File: src/bst_pkg.sv
// Shared constants, types and decode helpers for the boundary-scan test port
package bst_pkg;

  ////////////////////////////////////////////////////////////////////////////////
  // Sizes of the scan structures
  localparam int unsigned BST_NUM_IO  = 4;              // Scanned user I/O pins
  localparam int unsigned BST_CELLS   = 3;              // Cells per I/O: in, out, oe
  localparam int unsigned BST_BSR_LEN = BST_CELLS * BST_NUM_IO;
  localparam int unsigned BST_IR_W    = 3;
  localparam int unsigned BST_ID_W    = 32;
  localparam int unsigned BST_ST_W    = 4;

  // Cell positions within one I/O group, counted from the output end
  localparam int unsigned BST_CELL_IN  = 0;
  localparam int unsigned BST_CELL_OUT = 1;
  localparam int unsigned BST_CELL_OE  = 2;

  ////////////////////////////////////////////////////////////////////////////////
  // Instruction codes
  localparam logic [BST_IR_W-1:0] BST_IR_EXTEST  = 3'h0;
  localparam logic [BST_IR_W-1:0] BST_IR_SAMPLE  = 3'h1;
  localparam logic [BST_IR_W-1:0] BST_IR_HIGHZ   = 3'h5;
  localparam logic [BST_IR_W-1:0] BST_IR_CLAMP   = 3'h6;
  localparam logic [BST_IR_W-1:0] BST_IR_BYPASS  = 3'h7;
  localparam logic [BST_IR_W-1:0] BST_IR_CAPTURE = 3'h1;  // Fixed pattern loaded at capture

  ////////////////////////////////////////////////////////////////////////////////
  // Identification fields; the values are arbitrary
  localparam logic [3:0]  BST_ID_VERSION = 4'h1;
  localparam logic [15:0] BST_ID_PART    = 16'h0001;
  localparam logic [10:0] BST_ID_MAKER   = 11'h001;
  localparam logic [0:0]  BST_ID_LSB     = 1'h1;
  localparam logic [BST_ID_W-1:0] BST_ID_VALUE =
    {BST_ID_VERSION, BST_ID_PART, BST_ID_MAKER, BST_ID_LSB};

  ////////////////////////////////////////////////////////////////////////////////
  // Timing figures
  localparam int unsigned BST_CLK_MHZ         = 100;
  localparam int unsigned BST_TCK_MAX_MHZ     = 20;
  localparam int unsigned BST_TCK_MIN_CYC     = (BST_CLK_MHZ + BST_TCK_MAX_MHZ - 1) / BST_TCK_MAX_MHZ;
  localparam int unsigned BST_TMS_RESET_TICKS = 5;

  ////////////////////////////////////////////////////////////////////////////////
  // Controller states
  typedef enum logic [BST_ST_W-1:0] {
    TAP_TLR    = 4'hF,
    TAP_RTI    = 4'hC,
    TAP_SEL_DR = 4'h7,
    TAP_CAP_DR = 4'h6,
    TAP_SH_DR  = 4'h2,
    TAP_EX1_DR = 4'h1,
    TAP_PA_DR  = 4'h3,
    TAP_EX2_DR = 4'h0,
    TAP_UPD_DR = 4'h5,
    TAP_SEL_IR = 4'h4,
    TAP_CAP_IR = 4'hE,
    TAP_SH_IR  = 4'hA,
    TAP_EX1_IR = 4'h9,
    TAP_PA_IR  = 4'hB,
    TAP_EX2_IR = 4'h8,
    TAP_UPD_IR = 4'hD
  } bst_state_t;

  // Pin drive group: level and enable for each scanned pin
  typedef struct packed {
    logic [BST_NUM_IO-1:0] out;
    logic [BST_NUM_IO-1:0] oe;
  } bst_pins_t;

  // Decoded instruction
  typedef struct packed {
    logic sel_bsr;
    logic sel_id;
    logic drive;   // Pins follow the boundary register
    logic hiz;     // All pins released
    logic core;    // Core sees the boundary register
  } bst_dec_t;

  // Next controller state from the sampled mode-select bit
  function automatic bst_state_t bst_next(input bst_state_t st, input logic tms);
    bst_state_t n;
    n = TAP_TLR;
    case (st)
      TAP_TLR:    n = tms ? TAP_TLR    : TAP_RTI;
      TAP_RTI:    n = tms ? TAP_SEL_DR : TAP_RTI;
      TAP_SEL_DR: n = tms ? TAP_SEL_IR : TAP_CAP_DR;
      TAP_CAP_DR: n = tms ? TAP_EX1_DR : TAP_SH_DR;
      TAP_SH_DR:  n = tms ? TAP_EX1_DR : TAP_SH_DR;
      TAP_EX1_DR: n = tms ? TAP_UPD_DR : TAP_PA_DR;
      TAP_PA_DR:  n = tms ? TAP_EX2_DR : TAP_PA_DR;
      TAP_EX2_DR: n = tms ? TAP_UPD_DR : TAP_SH_DR;
      TAP_UPD_DR: n = tms ? TAP_SEL_DR : TAP_RTI;
      TAP_SEL_IR: n = tms ? TAP_TLR    : TAP_CAP_IR;
      TAP_CAP_IR: n = tms ? TAP_EX1_IR : TAP_SH_IR;
      TAP_SH_IR:  n = tms ? TAP_EX1_IR : TAP_SH_IR;
      TAP_EX1_IR: n = tms ? TAP_UPD_IR : TAP_PA_IR;
      TAP_PA_IR:  n = tms ? TAP_EX2_IR : TAP_PA_IR;
      TAP_EX2_IR: n = tms ? TAP_UPD_IR : TAP_SH_IR;
      TAP_UPD_IR: n = tms ? TAP_SEL_DR : TAP_RTI;
      default:    n = TAP_TLR;
    endcase
    return n;
  endfunction : bst_next

endpackage : bst_pkg

File: src/bst_bsr_chain.sv
// Boundary-scan register: capture/shift stage and registered update stage
`timescale 1ns/1ps
module bst_bsr_chain
  import bst_pkg::*;
(
  input  wire logic                   clk,
  input  wire logic                   rst_n,
  input  wire logic                   capture_en,
  input  wire logic                   shift_en,
  input  wire logic                   update_en,
  input  wire logic                   tdi,
  input  wire logic [bst_pkg::BST_BSR_LEN-1:0] par_in,
  output logic      [bst_pkg::BST_BSR_LEN-1:0] par_out,
  output logic                        so
);
  import bst_pkg::*;

  logic [BST_BSR_LEN-1:0] chain_q;
  logic [BST_BSR_LEN-1:0] upd_q;

  ////////////////////////////////////////////////////////////////////////////////
  // Serial stage: parallel capture, then shift from the input end toward bit 0
  always_ff @(posedge clk or negedge rst_n)
  begin
    if (!rst_n)
      chain_q <= '0;
    else if (capture_en)
      chain_q <= par_in;
    else if (shift_en)
      chain_q <= {tdi, chain_q[BST_BSR_LEN-1:1]};
  end

  // Parallel output stage holds steady while the chain shifts
  always_ff @(posedge clk or negedge rst_n)
  begin
    if (!rst_n)
      upd_q <= '0;
    else if (update_en)
      upd_q <= chain_q;
  end

  assign par_out = upd_q;
  assign so      = chain_q[0];
endmodule : bst_bsr_chain

File: src/bst_tap.sv
// Boundary-scan test port: controller, instruction register, data registers, pin muxing
`timescale 1ns/1ps
module bst_tap
  import bst_pkg::*;
(
  input  wire logic                        clk,
  input  wire logic                        rst_n,
  input  wire logic                        tck,
  input  wire logic                        tms,
  input  wire logic                        tdi,
  output logic                             tdo,
  output logic                             tdo_oe,
  input  wire bst_pkg::bst_pins_t          core_drive,
  input  wire logic [bst_pkg::BST_NUM_IO-1:0] pad_in,
  output bst_pkg::bst_pins_t               pad_drive,
  output logic [bst_pkg::BST_NUM_IO-1:0]   core_in
);
  import bst_pkg::*;

  ////////////////////////////////////////////////////////////////////////////////
  // Declarations
  logic [2:0]            tck_sync_q;    // Two sync stages plus edge history
  logic [1:0]            tms_sync_q;
  logic [1:0]            tdi_sync_q;
  logic [BST_NUM_IO-1:0] pad_meta_q;
  logic [BST_NUM_IO-1:0] pad_sync_q;
  logic                  tck_rise;
  logic                  tck_fall;
  logic                  tms_s;
  logic                  tdi_s;
  bst_state_t            state_q;
  logic [BST_IR_W-1:0]   ir_q;
  logic [BST_IR_W-1:0]   ir_sr_q;
  logic                  id_sel_q;
  logic                  byp_q;
  logic [BST_ID_W-1:0]   id_sr_q;
  bst_dec_t              dec;
  logic                  in_shift;
  logic                  dr_bit;
  logic                  bsr_so;
  logic [BST_BSR_LEN-1:0] bsr_par_in;
  logic [BST_BSR_LEN-1:0] bsr_par_out;
  logic [BST_NUM_IO-1:0] bsr_out;
  logic [BST_NUM_IO-1:0] bsr_oe;
  logic [BST_NUM_IO-1:0] bsr_in;
  logic                  tdo_q;
  logic                  tdo_oe_q;
  bst_pins_t             pad_q;
  logic [BST_NUM_IO-1:0] core_in_q;

  // Instruction decode; unlisted codes fall through to bypass
  function automatic bst_dec_t bst_decode(input logic [BST_IR_W-1:0] ir, input logic id_sel);
    bst_dec_t d;
    d = '0;
    case (ir)
      BST_IR_EXTEST:
      begin
        d.sel_bsr = 1'b1;
        d.drive   = 1'b1;
        d.core    = 1'b1;
      end
      BST_IR_SAMPLE: d.sel_bsr = 1'b1;
      BST_IR_HIGHZ:  d.hiz     = 1'b1;
      BST_IR_CLAMP:  d.drive   = 1'b1;
      BST_IR_BYPASS: d.sel_id  = id_sel;
      default:       d.sel_id  = 1'b0;
    endcase
    return d;
  endfunction : bst_decode

  ////////////////////////////////////////////////////////////////////////////////
  // Pin synchronisers; only the second stage feeds logic, plus the third test clock stage for edge detection
  always_ff @(posedge clk or negedge rst_n)
  begin
    if (!rst_n)
    begin
      tck_sync_q <= '0;
      tms_sync_q <= '1;
      tdi_sync_q <= '1;
      pad_meta_q <= '0;
      pad_sync_q <= '0;
    end
    else
    begin
      tck_sync_q <= {tck_sync_q[1:0], tck};
      tms_sync_q <= {tms_sync_q[0], tms};
      tdi_sync_q <= {tdi_sync_q[0], tdi};
      pad_meta_q <= pad_in;
      pad_sync_q <= pad_meta_q;
    end
  end

  // Test clock edges seen from the system clock
  assign tck_rise = tck_sync_q[1] & ~tck_sync_q[2];
  assign tck_fall = ~tck_sync_q[1] & tck_sync_q[2];
  assign tms_s    = tms_sync_q[1];
  assign tdi_s    = tdi_sync_q[1];

  ////////////////////////////////////////////////////////////////////////////////
  // Controller state, stepped at each test clock rise
  always_ff @(posedge clk or negedge rst_n)
  begin
    if (!rst_n)
      state_q <= TAP_TLR;
    else if (tck_rise)
      state_q <= bst_next(state_q, tms_s);
  end

  assign dec      = bst_decode(ir_q, id_sel_q);
  assign in_shift = (state_q == TAP_SH_DR) || (state_q == TAP_SH_IR);

  ////////////////////////////////////////////////////////////////////////////////
  // Instruction register: capture and shift on rise, update on fall
  always_ff @(posedge clk or negedge rst_n)
  begin
    if (!rst_n)
    begin
      ir_sr_q  <= BST_IR_BYPASS;
      ir_q     <= BST_IR_BYPASS;
      id_sel_q <= 1'b1;
    end
    else if (state_q == TAP_TLR)
    begin
      ir_q     <= BST_IR_BYPASS;
      id_sel_q <= 1'b1;
    end
    else if (tck_rise && state_q == TAP_CAP_IR)
      ir_sr_q <= BST_IR_CAPTURE;
    else if (tck_rise && state_q == TAP_SH_IR)
      ir_sr_q <= {tdi_s, ir_sr_q[BST_IR_W-1:1]};
    else if (tck_fall && state_q == TAP_UPD_IR)
    begin
      ir_q     <= ir_sr_q;
      id_sel_q <= 1'b0;
    end
  end

  ////////////////////////////////////////////////////////////////////////////////
  // Bypass and identification data registers
  always_ff @(posedge clk or negedge rst_n)
  begin
    if (!rst_n)
    begin
      byp_q   <= 1'b0;
      id_sr_q <= BST_ID_VALUE;
    end
    else if (tck_rise && state_q == TAP_CAP_DR)
    begin
      byp_q   <= 1'b0;
      id_sr_q <= BST_ID_VALUE;
    end
    else if (tck_rise && state_q == TAP_SH_DR)
    begin
      byp_q   <= tdi_s;
      id_sr_q <= {tdi_s, id_sr_q[BST_ID_W-1:1]};
    end
  end

  ////////////////////////////////////////////////////////////////////////////////
  // Boundary cells: input cell sees the pad, output and enable cells see the core
  always_comb
  begin
    bsr_par_in = '0;
    bsr_in     = '0;
    bsr_out    = '0;
    bsr_oe     = '0;
    for (int i = 0; i < BST_NUM_IO; i++)
    begin
      bsr_par_in[BST_CELLS*i + BST_CELL_IN]  = pad_sync_q[i];
      bsr_par_in[BST_CELLS*i + BST_CELL_OUT] = core_drive.out[i];
      bsr_par_in[BST_CELLS*i + BST_CELL_OE]  = core_drive.oe[i];
      bsr_in[i]  = bsr_par_out[BST_CELLS*i + BST_CELL_IN];
      bsr_out[i] = bsr_par_out[BST_CELLS*i + BST_CELL_OUT];
      bsr_oe[i]  = bsr_par_out[BST_CELLS*i + BST_CELL_OE];
    end
  end

  bst_bsr_chain u_bsr (
    .clk        (clk),
    .rst_n      (rst_n),
    .capture_en (tck_rise && state_q == TAP_CAP_DR && dec.sel_bsr),
    .shift_en   (tck_rise && state_q == TAP_SH_DR && dec.sel_bsr),
    .update_en  (tck_fall && state_q == TAP_UPD_DR && dec.sel_bsr),
    .tdi        (tdi_s),
    .par_in     (bsr_par_in),
    .par_out    (bsr_par_out),
    .so         (bsr_so)
  );

  // Data register feeding the serial output
  assign dr_bit = dec.sel_bsr ? bsr_so : (dec.sel_id ? id_sr_q[0] : byp_q);

  ////////////////////////////////////////////////////////////////////////////////
  // Serial output: moves only at test clock fall, released outside shifting
  always_ff @(posedge clk or negedge rst_n)
  begin
    if (!rst_n)
    begin
      tdo_q    <= 1'b0;
      tdo_oe_q <= 1'b0;
    end
    else if (state_q == TAP_TLR)
      tdo_oe_q <= 1'b0;
    else if (tck_fall)
    begin
      tdo_oe_q <= in_shift;
      if (in_shift)
        tdo_q <= (state_q == TAP_SH_IR) ? ir_sr_q[0] : dr_bit;
    end
  end

  ////////////////////////////////////////////////////////////////////////////////
  // Pad and core drive selected by the active instruction
  always_ff @(posedge clk or negedge rst_n)
  begin
    if (!rst_n)
    begin
      pad_q     <= '0;
      core_in_q <= '0;
    end
    else
    begin
      if (dec.hiz)
        pad_q <= '0;
      else if (dec.drive)
      begin
        pad_q.out <= bsr_out;
        pad_q.oe  <= bsr_oe;
      end
      else
        pad_q <= core_drive;
      core_in_q <= dec.core ? bsr_in : pad_sync_q;
    end
  end

  assign tdo       = tdo_q;
  assign tdo_oe    = tdo_oe_q;
  assign pad_drive = pad_q;
  assign core_in   = core_in_q;

  ////////////////////////////////////////////////////////////////////////////////
  // Checks
  logic [2:0] tms_ones_q;   // Consecutive rises with mode-select high, saturating
  always_ff @(posedge clk or negedge rst_n)
  begin
    if (!rst_n)
      tms_ones_q <= '0;
    else if (tck_rise)
      tms_ones_q <= !tms_s ? 3'h0 : (tms_ones_q == 3'h5 ? 3'h5 : tms_ones_q + 3'h1);
  end
endmodule : bst_tap

File: config.mk
export PLATFORM = sky130hd
export DESIGN_NAME = bst_tap
export DESIGN_NICKNAME = d
export VERILOG_FILES = /design/src/bst_pkg.sv /design/src/bst_bsr_chain.sv /design/src/bst_tap.sv
export SDC_FILE = /design/constraint.sdc
export NUM_CORES = 1
export LEC_CHECK = 0
export BUFFER_PORTS_ARGS = -buffer_cell sky130_fd_sc_hd__buf_2
export CAP_MARGIN = 20
export CORE_AREA = 2 2 87 89
export DETAILED_ROUTE_END_ITERATION = 7
export DIE_AREA = 0 0 89 91
export GPL_TIMING_DRIVEN = 0
export PLACE_DENSITY = 0.77
export SETUP_SLACK_MARGIN = 0.4
export SKIP_LAST_GASP = 1
export SYNTH_ARGS = -nofsm -noshare
export SYNTH_HDL_FRONTEND = slang
export SYNTH_SLANG_ARGS = --single-unit
File: constraint.sdc
create_clock -name clk -period 2.1 [get_ports clk]
set_input_delay 0.105 -clock clk [delete_from_list [all_inputs] [get_ports clk]]
set_output_delay 0.105 -clock clk [all_outputs]
set_load 0.005 [all_outputs]
==> impl_metrics.yaml <==
yosys:
  ys_warn_count: 0
  synthTopCellsByArea: "dfrtp_1 (46%), dfstp_2 (12%), nand2_1 (7.4%), nand3b_1 (5.1%), mux2_4 (3.6%)"
  synth_top_cell_by_area: "dfrtp_1"
  syn_nets: 398
  seq_area_frac_synth_pct: 58.39
  avgSynthCellArea_sq_um: 10.91
  synth-seq-cells: 96
  post-synth-top-area-fraction_pct: 46.37
  syn_inst: 381
  yosysUniqueCellTypes: 40
  syn_area_sq_um: 4155
sta:
  max_slew_margin_pct: 67.66
  rsz0062_at_grt: "yes"
  fmax_ghz: 0.6147
  hold_viol_final: 0
  finalSetupViolCount: 0
  hold-worst-slack_ns: 0.01936
  tns_ns: 0
  period_needed_ns: 1.627
  slew_violations: 0
  period_share_pct: 77.47
  finClkSkew_ns: 0.01445
  worstMarginPinSlew_ns: 0.4851
place:
  gp_congestion: 0.7975
  placed_area_sq_um: 4459
  place_inst: 511
  port_buffers: 30
  dpl.hpwl_um: 5205
clock_network:
  cts_buffers: 9
  htree_levels: 3
  post-cts-setup-buffers: 0
  clkTransAtPathRegs_ns: 0.10
  clk_latency_ns: 0.36
  root_buffer: "clkbuf_8"
  cts_tree: "built"
  clockBufferDepth: 2
  cts.sinks: 96
finish:
  nets: 451
  design_area_sq_um: 4763
  drive_above_1_share_pct: 25.06
  final_cell_mix: "nand2_1 (82), dfrtp_1 (77), buf_2 (37), nand3b_1 (28), a21oi_1 (27)"
  fillCellCount: 574
  areaGrowthSynthToFinish_pct: 14.63
  num_antenna_cells: 0
  finalNonFillerCells: 538
  layout_commonest_cell: "nand2_1"
floorplan:
  start_util_pct: 58.22
  fp.dieW_um: 89
  core_sq_um: 7137
  pin_count: 31
  dieHeight_um: 91
  rows: 31
  die-area_sq_um: 8099
worst_setup_path:
  critical_path.max_fanout: 10
  worstSetupStartpoint: "ir_q[1]$_DFFE_PN1P_"
  arrival_ns: 1.86
  worst_setup_path_end_kind: "flip-flop"
  r2r-start: "ir_q[1]$_DFFE_PN1P_"
  path_class: "reg -> reg"
  cp-start-kind: "flip-flop"
  cp.required_ns: 2.34
power:
  p_leak_nw: 2.293
  power.density_nw_per_um2: 1217
  ir_worst_vdd_mv: 0.6249
drt:
  via_per_inst: 5.362
  wl_um: 7745
  drt-initial-drc-count: 175
  first_pass_iters: 4
  wire_per_inst_um: 14.40
  drc: 0
  vias: 2885
  ant_nets: 0
grt:
  antenna_found_initial: 0
  grt_usage_pct: 21.26
  grt_pass1_vias: 2762
  grt_overflow_total: 0
  grt_max_degree: 73
  grt_pass1_wl_um: 13300
min_path:
  hp-start: "core_drive[2]"
  hold_path_class: "in -> reg"
flow_run:
  maxCapViolations: 0
run_status:
  status: "completed"
## synth_stat cells (all sizes together)
master    n
or3       1
a31oi     2
nand2b    5
clkbuf   13
nand2    82
and2b     2
o22a      6
dfstp    19
nor2b     2
nand3     3
and3      1
mux2     18
or2       2
inv       3
o221ai    8
nor3b     1
nand3b   28
and4b     1
a21oi    27
o211ai    1
nor3      4
o21a      8
dfrtp    77
buf      14
nor4      1
nor2     17
o22ai     8
a2bb2oi   2
o311ai    1
a31o      1
mux2i    11
o21ai    12
## sequential cells by signal (all words and copies together), names as in the netlist, 2 cells and up
| register | flops |
|---|---|
| u_bsr.par_out | 12 |
| tms_sync_q | 2 |
| pad_sync_q | 4 |
| pad_drive | 8 |
| state_q | 4 |
| tck_sync_q | 3 |
| ir_sr_q | 3 |
| core_in | 4 |
| ir_q | 3 |
| tdi_sync_q | 2 |
| pad_meta_q | 4 |
| id_sr_q | 31 |
| u_bsr.chain_q | 12 |
## logic make-up after synthesis
kind of cell | Yosys count | synth area share, %
buf+inv | 30 | 3.342
mux | 29 | 8.431
simple gates | 150 | 18.22
compound gates | 76 | 11.62
flops | 96 | 58.39
## repair_timing
item                                    in CTS  in global routing
hold buffers                                11                  0
resized for setup                            3                 13
endpoints found under the hold margin       34                  0
endpoints found under the setup margin      20                 47
## cell type report
| class | instances | area, sq um | area share (%) |
|---|---|---|---|
| Multi-Input combinational cell | 255 | 1609 | 33.78 |
| Clock inverter | 5 | 33.78 | 0.7092 |
| Inverter | 3 | 11.26 | 0.2364 |
| Timing Repair Buffer | 42 | 290.3 | 6.094 |
| Tap cell | 99 | 123.9 | 2.600 |
| Sequential cell | 96 | 2426 | 50.93 |
| Buffer | 27 | 137.6 | 2.889 |
| Clock buffer | 11 | 131.4 | 2.758 |
## per-layer routing
metal,GRT usage [%],routed length (um)
met1,31.66,3798
met5,0,0
met2,30.04,3535
met3,4.727,369
met4,9.204,42
## through the flow
step	total power [mW]	util (%)	setup WS, ns
floorplan	4.170	-	0.5193
global placement	4.637	62.06	0.05098
detailed placement	4.724	62.48	0.3142
CTS	5.795	66.41	0.4031
global route	6.203	66.74	0.3876
finish	5.796	66.74	0.4732
## power by group
part	internal (mW)	switching [mW]	total, mW	leakage [nW]
Sequential	2.42	0.351	2.77	1.18
Combinational	0.955	1.03	1.98	1.04
Clock	0.429	0.613	1.04	0.0793
## worst paths after layout
check | endpoint | slack, ns | depth (start not counted)
worst max-delay path | u_bsr.par_out[10]$_DFFE_PN0P_ | 0.47 | 5
worst min-delay path | pad_drive[2]$_DFF_PN0_ | 0.02 | 3
worst max register to register | u_bsr.par_out[10]$_DFFE_PN0P_ | 0.47 | 5
worst min register to register | pad_sync_q[1]$_DFF_PN0_ | 0.35 | 0
max in group asynchronous | id_sr_q[28]$_DFFE_PN1P_ | 1.21 | 3
min in group asynchronous | u_bsr.chain_q[4]$_DFFE_PN0P_ | 0.19 | 2
## critical path, stage by stage, from the launching register on
cell and delay (ns):
dfstp_2 0.40, or2_4 0.28, nor3b_2 0.20, nand3_2 0.13, buf_6 0.19, mux2_4 0.30
Power figures use the tool's default switching activity.
